<file path="src/rdac_params.svh">
// constants for the reset and debug access controller
`ifndef RDAC_PARAMS_SVH
`define RDAC_PARAMS_SVH
// ----------------------------------------------------------------
// pin configuration codes
// ----------------------------------------------------------------
`define RDAC_CFG_JTAG_SW       3'h0
`define RDAC_CFG_JTAG_NO_TRST  3'h1
`define RDAC_CFG_JTAG_TRACE    3'h2
`define RDAC_CFG_SW            3'h3
`define RDAC_CFG_SW_VIEWER     3'h4
`define RDAC_CFG_NONE          3'h5
// ----------------------------------------------------------------
// pin enable bit positions
// ----------------------------------------------------------------
`define RDAC_PIN_TRST          0
`define RDAC_PIN_TDI           1
`define RDAC_PIN_TDO           2
`define RDAC_PIN_TCK           3
`define RDAC_PIN_TMS           4
`define RDAC_PIN_TDATA         5
`define RDAC_PIN_TCLK          6
`define RDAC_PINS_AFTER_RESET  7'h1F
`define RDAC_PINS_NONE         7'h00
// ----------------------------------------------------------------
// timing
// ----------------------------------------------------------------
`define RDAC_SYNC_ONES         3'h7
`define RDAC_SYNC_ZEROS        3'h0
`define RDAC_RST_STRETCH       4'hC
`define RDAC_CNT_ZERO          4'h0
`define RDAC_CNT_ONE           4'h1
`endif

</file>
<file path="src/rdac_pkg.sv">
// types for the reset and debug access controller
package rdac_pkg;
    typedef logic [2:0] rdac_cfg_t;
    typedef struct packed {
        logic trace_clock_pin;
        logic trace_data_pins;
        logic tms_swdio;
        logic tck_swclk;
        logic tdo_serial_viewer_output;
        logic tdi;
        logic trst;
    } rdac_pins_s;
    typedef struct packed {
        logic pin;
        logic watchdog_timer;
        logic software_reset_request_bit;
    } rdac_src_s;
    typedef enum logic [2:0] {
        RDAC_ST_RESET = 3'b001,
        RDAC_ST_HOLD  = 3'b010,
        RDAC_ST_RUN   = 3'b100
    } rdac_state_e;
endpackage

</file>
<file path="src/rdac_top.sv">
// reset combining, debug access gating and debug pin functions
// Notes on behaviour
// - watchdog frozen during core debug halt
// - other peripherals keep running during halt
// - debug port refused while pin reset
// - after reset five debug pins enabled
// - six pin configurations, unused become ports
// - three sources produce system reset
`timescale 1ns/10ps
`include "rdac_params.svh"
module rdac_top (
    input  wire logic               CORE_CLK_IN,
    input  wire logic               ARST_N_IN,
    input  wire logic               RESET_PIN_N_IN,
    input  wire logic               WATCHDOG_TIMER_EXPIRE_IN,
    input  wire logic               SOFTWARE_RESET_REQUEST_BIT_IN,
    input  wire logic               CORE_HALT_IN,
    input  wire logic               DEBUG_LINK_CLK_IN,
    input  wire logic               PIN_CFG_WRITE_IN,
    input  wire rdac_pkg::rdac_cfg_t PIN_CFG_IN,
    output logic                    SYS_RESET_N_OUT,
    output logic                    WATCHDOG_TIMER_RUN_OUT,
    output logic                    PERIPH_RUN_OUT,
    output logic                    DEBUG_PORT_ENABLE_OUT,
    output logic                    DEBUG_LINK_EDGE_OUT,
    output rdac_pkg::rdac_pins_s    DEBUG_PIN_ENABLE_OUT,
    output rdac_pkg::rdac_src_s     RESET_CAUSE_OUT
);
    // ----------------------------------------------------------------
    // input synchronisers
    // ----------------------------------------------------------------
    logic [2:0] pin_sync;
    logic [2:0] lclk_sync;
    logic       pin_n;
    logic       lclk;
    logic       lclk_prev;

    always_ff @(posedge CORE_CLK_IN or negedge ARST_N_IN) begin
        if (!ARST_N_IN) begin
            pin_sync <= `RDAC_SYNC_ONES;
        end else begin
            pin_sync <= {pin_sync[1:0], RESET_PIN_N_IN};
        end
    end

    always_ff @(posedge CORE_CLK_IN or negedge ARST_N_IN) begin
        if (!ARST_N_IN) begin
            lclk_sync <= `RDAC_SYNC_ZEROS;
        end else begin
            lclk_sync <= {lclk_sync[1:0], DEBUG_LINK_CLK_IN};
        end
    end

    // filtered levels: change only when stages two and three agree
    always_ff @(posedge CORE_CLK_IN or negedge ARST_N_IN) begin
        if (!ARST_N_IN) begin
            pin_n     <= 1'b1;
            lclk      <= 1'b0;
            lclk_prev <= 1'b0;
        end else begin
            if (pin_sync[2] == pin_sync[1]) begin
                pin_n <= pin_sync[2];
            end
            if (lclk_sync[2] == lclk_sync[1]) begin
                lclk <= lclk_sync[2];
            end
            lclk_prev <= lclk;
        end
    end

    // ----------------------------------------------------------------
    // reset combining
    // ----------------------------------------------------------------
    rdac_pkg::rdac_state_e state;
    rdac_pkg::rdac_state_e next_state;
    logic [3:0]            stretch;
    logic                  any_req;

    assign any_req = !pin_n || WATCHDOG_TIMER_EXPIRE_IN || SOFTWARE_RESET_REQUEST_BIT_IN;

    always_comb begin
        next_state = state;
        case (state)
            rdac_pkg::RDAC_ST_RESET: begin
                if (!any_req) begin
                    next_state = rdac_pkg::RDAC_ST_HOLD;
                end
            end
            rdac_pkg::RDAC_ST_HOLD: begin
                if (any_req) begin
                    next_state = rdac_pkg::RDAC_ST_RESET;
                end else if (stretch == `RDAC_CNT_ONE) begin
                    next_state = rdac_pkg::RDAC_ST_RUN;
                end
            end
            rdac_pkg::RDAC_ST_RUN: begin
                if (any_req) begin
                    next_state = rdac_pkg::RDAC_ST_RESET;
                end
            end
            default: next_state = rdac_pkg::RDAC_ST_RESET;
        endcase
    end

    always_ff @(posedge CORE_CLK_IN or negedge ARST_N_IN) begin
        if (!ARST_N_IN) begin
            state <= rdac_pkg::RDAC_ST_RESET;
        end else begin
            state <= next_state;
        end
    end

    always_ff @(posedge CORE_CLK_IN or negedge ARST_N_IN) begin
        if (!ARST_N_IN) begin
            stretch <= `RDAC_RST_STRETCH;
        end else if (next_state == rdac_pkg::RDAC_ST_HOLD && state != rdac_pkg::RDAC_ST_HOLD) begin
            stretch <= `RDAC_RST_STRETCH;
        end else if (state == rdac_pkg::RDAC_ST_HOLD && stretch != `RDAC_CNT_ZERO) begin
            stretch <= stretch - `RDAC_CNT_ONE;
        end
    end

    // output asserts at once, releases only on entry to run
    always_ff @(posedge CORE_CLK_IN or negedge ARST_N_IN) begin
        if (!ARST_N_IN) begin
            SYS_RESET_N_OUT <= 1'b0;
        end else begin
            SYS_RESET_N_OUT <= (next_state == rdac_pkg::RDAC_ST_RUN);
        end
    end

    // cause taken on every cycle with a request, held until the next request
    always_ff @(posedge CORE_CLK_IN or negedge ARST_N_IN) begin
        if (!ARST_N_IN) begin
            RESET_CAUSE_OUT <= '0;
        end else if (any_req) begin
            RESET_CAUSE_OUT <= '{pin: !pin_n,
                                 watchdog_timer: WATCHDOG_TIMER_EXPIRE_IN,
                                 software_reset_request_bit: SOFTWARE_RESET_REQUEST_BIT_IN};
        end
    end

    // ----------------------------------------------------------------
    // halt handling and debug access
    // ----------------------------------------------------------------
    always_ff @(posedge CORE_CLK_IN or negedge ARST_N_IN) begin
        if (!ARST_N_IN) begin
            WATCHDOG_TIMER_RUN_OUT <= 1'b0;
            PERIPH_RUN_OUT         <= 1'b0;
        end else begin
            WATCHDOG_TIMER_RUN_OUT <= (next_state == rdac_pkg::RDAC_ST_RUN) && !CORE_HALT_IN;
            PERIPH_RUN_OUT         <= (next_state == rdac_pkg::RDAC_ST_RUN);
        end
    end

    // watchdog and software resets leave the debug link usable,
    // which is what lets a host stop at the reset vector
    always_ff @(posedge CORE_CLK_IN or negedge ARST_N_IN) begin
        if (!ARST_N_IN) begin
            DEBUG_PORT_ENABLE_OUT <= 1'b0;
            DEBUG_LINK_EDGE_OUT   <= 1'b0;
        end else begin
            DEBUG_PORT_ENABLE_OUT <= pin_sync[2] && pin_sync[1] && pin_n;
            DEBUG_LINK_EDGE_OUT   <= pin_n && lclk && !lclk_prev;
        end
    end

    // ----------------------------------------------------------------
    // debug pin functions
    // ----------------------------------------------------------------
    function automatic rdac_pkg::rdac_pins_s cfg_pins(input rdac_pkg::rdac_cfg_t cfg);
        rdac_pkg::rdac_pins_s p;
        p = `RDAC_PINS_NONE;
        case (cfg)
            `RDAC_CFG_JTAG_SW:      p = `RDAC_PINS_AFTER_RESET;
            `RDAC_CFG_JTAG_NO_TRST: begin
                p = `RDAC_PINS_AFTER_RESET;
                p[`RDAC_PIN_TRST] = 1'b0;
            end
            `RDAC_CFG_JTAG_TRACE:   p = ~`RDAC_PINS_NONE;
            `RDAC_CFG_SW: begin
                p[`RDAC_PIN_TCK] = 1'b1;
                p[`RDAC_PIN_TMS] = 1'b1;
            end
            `RDAC_CFG_SW_VIEWER: begin
                p[`RDAC_PIN_TCK] = 1'b1;
                p[`RDAC_PIN_TMS] = 1'b1;
                p[`RDAC_PIN_TDO] = 1'b1;
            end
            default:                p = `RDAC_PINS_NONE;
        endcase
        return p;
    endfunction

    // debug pins restored on any reset
    always_ff @(posedge CORE_CLK_IN or negedge ARST_N_IN) begin
        if (!ARST_N_IN) begin
            DEBUG_PIN_ENABLE_OUT <= `RDAC_PINS_AFTER_RESET;
        end else if (next_state != rdac_pkg::RDAC_ST_RUN) begin
            DEBUG_PIN_ENABLE_OUT <= `RDAC_PINS_AFTER_RESET;
        end else if (PIN_CFG_WRITE_IN) begin
            DEBUG_PIN_ENABLE_OUT <= cfg_pins(PIN_CFG_IN);
        end
    end
endmodule // rdac_top

</file>
<file path="config.mk">
export PLATFORM = sky130hd
export DESIGN_NAME = rdac_top
export DESIGN_NICKNAME = d
export VERILOG_FILES = /design/src/rdac_pkg.sv /design/src/rdac_top.sv
export VERILOG_INCLUDE_DIRS = /design/src /design/src/src
export SDC_FILE = /design/constraint.sdc
export NUM_CORES = 1
export LEC_CHECK = 0
export BUFFER_PORTS_ARGS = -buffer_cell sky130_fd_sc_hd__buf_2
export CAP_MARGIN = 20
export CELL_PAD_IN_SITES_DETAIL_PLACEMENT = 1
export CELL_PAD_IN_SITES_GLOBAL_PLACEMENT = 1
export CORE_ASPECT_RATIO = 1.25
export CORE_MARGIN = 5
export CORE_UTILIZATION = 37
export DETAILED_ROUTE_END_ITERATION = 16
export HOLD_SLACK_MARGIN = 0.15
export PLACE_DENSITY = 0.72
export SYNTH_ARGS = -nofsm -noshare
export SYNTH_HDL_FRONTEND = slang
export SYNTH_SLANG_ARGS = --single-unit
</file>
<file path="constraint.sdc">
create_clock -name CORE_CLK_IN -period 1.6 [get_ports CORE_CLK_IN]
set_input_delay 0.24 -clock CORE_CLK_IN [delete_from_list [all_inputs] [get_ports CORE_CLK_IN]]
set_output_delay 0.24 -clock CORE_CLK_IN [all_outputs]
set_load 0.01 [all_outputs]
</file>
# ---- Yosys cells after proc, flatten, opt, wreduce, memory -nomap -nowiden
# Index checks and enable logic that the tools add are counted.
# W data, S select, Z words.
dict set report word_totals {
  latch_bits 0
  ramBits 0
  mem_count 0
  register_bits 30
  mem_bits_ro 0
  inputBits 11
  out_inout_bits 15
}
dict set report op_classes {
  mul 0
  n_reduce_logical 19
  n_mux 13
  add_sub_neg 1
  div_mod_pow 0
  eq_ne 14
  n_lt_le_gt_ge 0
  n_bitwise 0
  shifts 0
}
# operator n
set op_table {}
lappend op_table {{$mux W7} 2}
lappend op_table {{$eq A3 B2 Y1 const B} 4}
lappend op_table {{$mux W3} 4}
lappend op_table {{$eq A3 B3 Y1 const B} 3}
lappend op_table {{$pmux W3 S3} 1}
lappend op_table {{$mux W4} 2}
lappend op_table {{$logic_and A1 B1 Y1} 7}
lappend op_table {{$eq A3 B1 Y1 const B} 2}
lappend op_table {{$reduce_or A5 Y1} 1}
lappend op_table {{$eq A4 B1 Y1 const B} 1}
lappend op_table {{$mux W2} 2}
lappend op_table {{$pmux W2 S2} 1}
lappend op_table {{$reduce_bool A2 Y1} 2}
lappend op_table {{$reduce_bool A4 Y1} 1}
lappend op_table {{$reduce_or A4 Y1} 1}
lappend op_table {{$sub A4 B1 Y4 const B} 1}
lappend op_table {{$logic_not A1 Y1} 3}
lappend op_table {{$logic_not A3 Y1} 1}
lappend op_table {{$ne A3 B2 Y1 const B} 1}
lappend op_table {{$ne A3 B3 Y1 const B} 1}
lappend op_table {{$eq A1 B1 Y1} 2}
lappend op_table {{$logic_or A1 B1 Y1} 2}
lappend op_table {{$reduce_or A2 Y1} 1}
lappend op_table {{$mux W1} 1}

# ---- Longest topological paths before layout
dict set report logic_depth {
  depth_word 8
  depth_mapped 5
  depth_no_buf 5
}

# ---- Worst setup path after synthesis
# No wires, ideal clock.
dict set report synth_timing {
  path_type {register to register}
  start {reg stretch[1]}
  end {reg DEBUG_PIN_ENABLE_OUT[6] (netlist name)}
  path_stages_with_launch 6
  arrival_ps 1538
  t_required_ps 1514
  synth_period_minus_slack_ps 1624
  setup_ps 86
  slack_ps -24
  cell_sequence {dfrtp_1 > inv_1 > ha_1 > or4bb_1 > mux2_2 > nor3_1}
}
dict set report synth_via {
  elab_chain_len 6
}
# element line_no
set synth_rtl {}
lappend synth_rtl {{from (decl)} rdac_top.sv:76} ;# logic [3:0] stretch;
lappend synth_rtl {{from (signal assigned)} rdac_top.sv:115} ;# stretch <= `RDAC_RST_STRETCH;
lappend synth_rtl {{from (signal assigned)} rdac_top.sv:117} ;# stretch <= `RDAC_RST_STRETCH;
lappend synth_rtl {{from (signal assigned)} rdac_top.sv:119} ;# stretch <= stretch - `RDAC_CNT_ONE;
lappend synth_rtl {{$eq A4 B1 Y1 (no source line) (*)} -}
lappend synth_rtl {{$mux W3 (*)} rdac_top.sv:92} ;# end else if (stretch == `RDAC_CNT_ONE) begin
lappend synth_rtl {{$mux W3 (*)} rdac_top.sv:90} ;# if (any_req) begin
lappend synth_rtl {{$pmux W3 S3 (*)} rdac_top.sv:83} ;# case (state)
lappend synth_rtl {{$ne A3 B3 Y1 (*)} rdac_top.sv:199} ;# end else if (next_state != rdac_pkg::RDAC_ST_RUN) begin
lappend synth_rtl {{$mux W7 or $reduce_bool A2 Y1 (tied branches)} -}
lappend synth_rtl {{to (signal assigned)} rdac_top.sv:198} ;# DEBUG_PIN_ENABLE_OUT <= `RDAC_PINS_AFTER_RESET;
lappend synth_rtl {{to (signal assigned)} rdac_top.sv:200} ;# DEBUG_PIN_ENABLE_OUT <= `RDAC_PINS_AFTER_RESET;
lappend synth_rtl {{to (signal assigned)} rdac_top.sv:202} ;# DEBUG_PIN_ENABLE_OUT <= cfg_pins(PIN_CFG_IN);
lappend synth_rtl {{to (decl)} rdac_top.sv:26} ;# output rdac_pkg::rdac_pins_s DEBUG_PIN_ENABLE_OUT,
# Every way passes the cells marked *; elsewhere a longest branch is shown, timed or not.
# A chain may end at the register's enable or synchronous reset.

# ---- Worst setup path in the final report
dict set report layout_timing {
  start {reg stretch[1]}
  end {reg WATCHDOG_TIMER_RUN_OUT}
}
dict set report layout_via {
  elab_chain_len 6
}
# element line_no
set layout_rtl {}
lappend layout_rtl {{$eq A4 B1 Y1 (no source line)} -}
lappend layout_rtl {{$mux W3} rdac_top.sv:92}
lappend layout_rtl {{$mux W3} rdac_top.sv:90}
lappend layout_rtl {{$pmux W3 S3} rdac_top.sv:83}
lappend layout_rtl {{$eq A3 B3 Y1} rdac_top.sv:151} ;# WATCHDOG_TIMER_RUN_OUT <= (next_state == rdac_pkg::RDAC_ST_RUN) && !CORE_HALT_IN;
lappend layout_rtl {{$logic_and A1 B1 Y1} rdac_top.sv:151}
lappend layout_rtl {{to (signal assigned)} rdac_top.sv:151}
lappend layout_rtl {{to (decl)} rdac_top.sv:22} ;# output logic WATCHDOG_TIMER_RUN_OUT,
# Every way passes these cells.

==> reports/summary.txt <==
LOGIC SYNTHESIS
-----------------------------------------------------------------------------------------------
Top_reg_cell synth ............................................................... sky130_fd_sc_hd__dfrtp_1
Mean instance size in the synthesized netlist ....................................    11.7 um^2
XOR/XNOR Fraction of Synth Area ..................................................       0.725%
Proportion of synthesized flip-flops having asynchronous set or reset ............         100%
EDFF count, synth ................................................................            0
Adder-cell area share of the yosys netlist .......................................        4.97%
Multiplexer area fraction after synthesis ........................................        3.52%
Main combinational cell family by area after synthesis ........................... simple AND/OR/NAND/NOR gates
Share of synthesized cell area in and, or, nand and nor gates ....................        17.0%
Syn nets .........................................................................          118
Count of yosys warnings during synthesis .........................................            0
Top post-synthesis cells by count ................................................ sky130_fd_sc_hd__dfrtp_1, sky130_fd_sc_hd__dfstp_2, sky130_fd_sc_hd__nor2_1, sky130_fd_sc_hd__o21ai_0, sky130_fd_sc_hd__nand3_1
Proportion of netlist area held by the largest area contributor ..................        35.2%
Sequential element share of the synthesized area .................................        59.2%
Cell area after technology mapping ...............................................    1210 um^2
Number of instances in the synthesized netlist ...................................          103
Complex-gate fraction of the synthesized area ....................................        9.95%
Ranking of synthesized cells by area ............................................. sky130_fd_sc_hd__dfrtp_1, sky130_fd_sc_hd__dfstp_2, sky130_fd_sc_hd__ha_1
Most frequently used cell type in the post-synthesis netlist ..................... sky130_fd_sc_hd__dfrtp_1
Largest area contributor in the synthesized netlist .............................. sky130_fd_sc_hd__dfrtp_1
Number of unique standard cell types used by synthesis ...........................           37
#FFs+latches synth ...............................................................           28

STA
-----------------------------------------------------------------------------------------------
Max Clk Rate .....................................................................    0.611 GHz
Clock Skew .......................................................................      4.47 ps
RSZ-0062 raised after global routing .............................................          yes
Final cycle utilization of the critical path .....................................         102%
Normalized max-slew margin .......................................................        59.9%
Minimum setup slack in the final design ..........................................     -37.1 ps
Number of pins with negative max-slew slack in the final report ..................            0
Hold slack .......................................................................       210 ps
Transition time at the pin with the least slew margin ............................       601 ps
Fin. Hold Viols ..................................................................            0
Final setup vio count ............................................................            2
Minimum clock period after layout ................................................      1640 ps

WORST HOLD PATH
-----------------------------------------------------------------------------------------------
Endpoint with the worst hold slack ............................................... RESET_CAUSE_OUT[1]
Number of instances on the worst hold path .......................................            2
Launch point of the worst hold path .............................................. WATCHDOG_TIMER_EXPIRE_IN
Hold crit path type ..............................................................       in2reg

CTS
-----------------------------------------------------------------------------------------------
Clock input transition at the sequential cells of the worst setup and hold paths .        90 ps
Clock sinks ......................................................................           28
CTS max path bufs ................................................................            2
CTS Buf Count ....................................................................            3
Clk Tree Root Cell ............................................................... sky130_fd_sc_hd__clkbuf_8
Insertion delay of the later-clocked pin in the worst-skew pair ..................       270 ps
CTS tree .........................................................................         done
CTS H-tree lvls ..................................................................            1

CELLS AND AREA
-----------------------------------------------------------------------------------------------
Design Area, Final ...............................................................    1550 um^2
Area used by multi-input combinational logic .....................................     482 um^2
Fill cells .......................................................................          346
Total Nets Final .................................................................          154
Register Area ....................................................................     714 um^2
Share of final-layout standard cells stronger than drive strength 1 ..............        44.9%
Synth-to-Final Area Change .......................................................        28.4%
Diodes inserted ..................................................................            0
Non-filler cells in the finished layout ..........................................          175

DRT
-----------------------------------------------------------------------------------------------
Via density per instance .........................................................         5.22
Routed via count .................................................................          914
Antenna viol nets, final .........................................................            0
1st-iter DRT viols ...............................................................           15
DRC violations left ..............................................................            0
Routed wire per std cell .........................................................      14.2 um
First-pass iteration count of the detailed router ................................            2
Routed WL ........................................................................      2480 um

FLOORPLANNING
-----------------------------------------------------------------------------------------------
Core footprint ...................................................................    3170 um^2
Starting utilization of the core area ............................................        38.1%
Vertical extent of the die .......................................................      73.9 um
Cell Rows ........................................................................           23
Die boundary width ...............................................................      61.1 um
Floorplan die area ...............................................................    4510 um^2
I/O Pins .........................................................................           26

CRITICAL PATH
-----------------------------------------------------------------------------------------------
Required time of the critical path ...............................................      1800 ps
Category of the worst setup path capture point ...................................    flip-flop
Endpoint of the worst register-to-register path .................................. WATCHDOG_TIMER_RUN_OUT
Kind of critical path ............................................................      reg2reg
Beginning of the worst register-to-register path .................................   stretch[1]
Crit-path max FO .................................................................            4
Kind of launch point of the worst setup path .....................................    flip-flop
Register-to-Register Setup Slack .................................................       -40 ps
CP Data Arrival Time .............................................................      1830 ps
Depth of the worst register-to-register path .....................................            5

PLACEMENT
-----------------------------------------------------------------------------------------------
Number of placed cells counting well taps ........................................          166
Number of input and output port buffers inserted .................................           25
HPWL Detailed ....................................................................      1840 um
Placement Cell Area ..............................................................    1390 um^2
GPL Wtd Cong .....................................................................        0.799

OUTCOME
-----------------------------------------------------------------------------------------------
Violated checks .................................................................. setup timing
Status ........................................................................... finished, violations left

POWER
-----------------------------------------------------------------------------------------------
Total power density per cell area ................................................ 1000 nW/um^2
Max IR drop VDD ..................................................................   0.000544 V
Leakage power figure .............................................................     0.686 nW

JOB
-----------------------------------------------------------------------------------------------
MaxCap Viol Count ................................................................            0

GLOBAL ROUTING
-----------------------------------------------------------------------------------------------
Global-route usage over all layers ...............................................        12.8%
Maximum number of pins on one net before global-route repair .....................           29
Antenna violations before repair .................................................            0
First-pass GRT wire length .......................................................      4310 um
Grt ovf ..........................................................................            0
Vias in the first global route ...................................................          987

## kinds of logic after synthesis
group                      count (synthesis)
and+or+nand+nor                           36
DFF                                       28
AOI/OAI and AO/OA                         19
buffers and inverters                     10
adders and majority gates                  5
muxes                                      4
xor gates and xnor gates                   1
## report_power, final
group	total (mW)	leakage (nW)	switching, mW	internal [mW]
clock network	0.549	0.0357	0.214	0.335
logic	0.211	0.319	0.105	0.106
registers	0.796	0.332	0.0341	0.762
## stage by stage
| step | util [%] | setup WS [ps] | setup TNS [ps] | total power [mW] |
|---|---|---|---|---|
| after CTS | 48.2 | -10.4 | -10.4 | 1.57 |
| final | 49.0 | -37.1 | -62.3 | 1.56 |
| after detailed placement | 43.9 | -59.4 | -175 | 0.995 |
| after global routing | 49.0 | -82.2 | -254 | 1.64 |
| after floorplan | - | 61.3 | 0 | 0.897 |
| after global placement | 43.9 | 20.8 | 0 | 0.981 |
## worst max-delay path, cell delays in order, from the launching register on
cell,delay (ps)
sky130_fd_sc_hd__dfrtp_1,410
sky130_fd_sc_hd__inv_2,100
sky130_fd_sc_hd__ha_4,130
sky130_fd_sc_hd__or4bb_4,460
sky130_fd_sc_hd__mux2_4,320
sky130_fd_sc_hd__nor3_2,150
## sequential cells by signal, indices dropped and copies added (netlist names)
signal	cells
stretch	4
lclk	1
state	3
DEBUG_PIN_ENABLE_OUT	5
lclk_sync	3
DEBUG_LINK_EDGE_OUT	1
DEBUG_PORT_ENABLE_OUT	1
pin_sync	3
WATCHDOG_TIMER_RUN_OUT	1
RESET_CAUSE_OUT	3
PERIPH_RUN_OUT	1
lclk_prev	1
pin_n	1
## layout make-up
class	instances	share of cell area (%)
clock buffer	3	2.66
clock inverter	1	1.94
inverter	5	1.21
multi-input combinational	65	31.1
sequential	28	46.1
tap	37	2.99
timing repair buffer	36	14.0
## worst max-delay path by stage
stage,depth (start not counted),to,startpoint,slack (ps)
after CTS,5,DEBUG_PIN_ENABLE_OUT[2],stretch[1],-10
after global placement,5,DEBUG_PIN_ENABLE_OUT[6],stretch[1],20
after detailed placement,5,DEBUG_PIN_ENABLE_OUT[6],stretch[1],-60
after global routing,5,DEBUG_PIN_ENABLE_OUT[6],stretch[1],-80
after floorplan,5,DEBUG_PIN_ENABLE_OUT[6],stretch[1],60
final,5,WATCHDOG_TIMER_RUN_OUT,stretch[1],-40
## cell usage in the layout, fill, tap and decap left out, types with 2 or more instances in the layout
cell,instances
sky130_fd_sc_hd__or3b_4,3
sky130_fd_sc_hd__ha_1,3
sky130_fd_sc_hd__nand3_1,6
sky130_fd_sc_hd__dfrtp_1,17
sky130_fd_sc_hd__buf_4,7
sky130_fd_sc_hd__nand2_1,5
sky130_fd_sc_hd__o21ai_0,7
sky130_fd_sc_hd__dlygate4sd3_1,4
sky130_fd_sc_hd__dfstp_2,11
sky130_fd_sc_hd__nor3_2,2
sky130_fd_sc_hd__or3_1,2
sky130_fd_sc_hd__nand2b_1,2
sky130_fd_sc_hd__a21oi_1,3
sky130_fd_sc_hd__buf_2,25
sky130_fd_sc_hd__inv_1,4
sky130_fd_sc_hd__nor2_1,6
sky130_fd_sc_hd__a31oi_1,2
sky130_fd_sc_hd__clkbuf_8,3
## layer usage
metal  vias up  part of all wire, %  track usage [%]
li1        429                    -                -
met1       462                   39             14.0
met2        19                   54             23.5
met3         4                  5.8             2.11
met4         0                 0.97             5.06
met5         -                    0                0
## repair_timing
item	4_1_cts	5_1_grt
buffers inserted	0	1
setup endpoints to repair	6	8
pin swaps	1	0
resized for setup	6	4
hold endpoints to repair	20	0
hold buffers	4	0
Note: power is estimated with default switching activity, not from simulation.
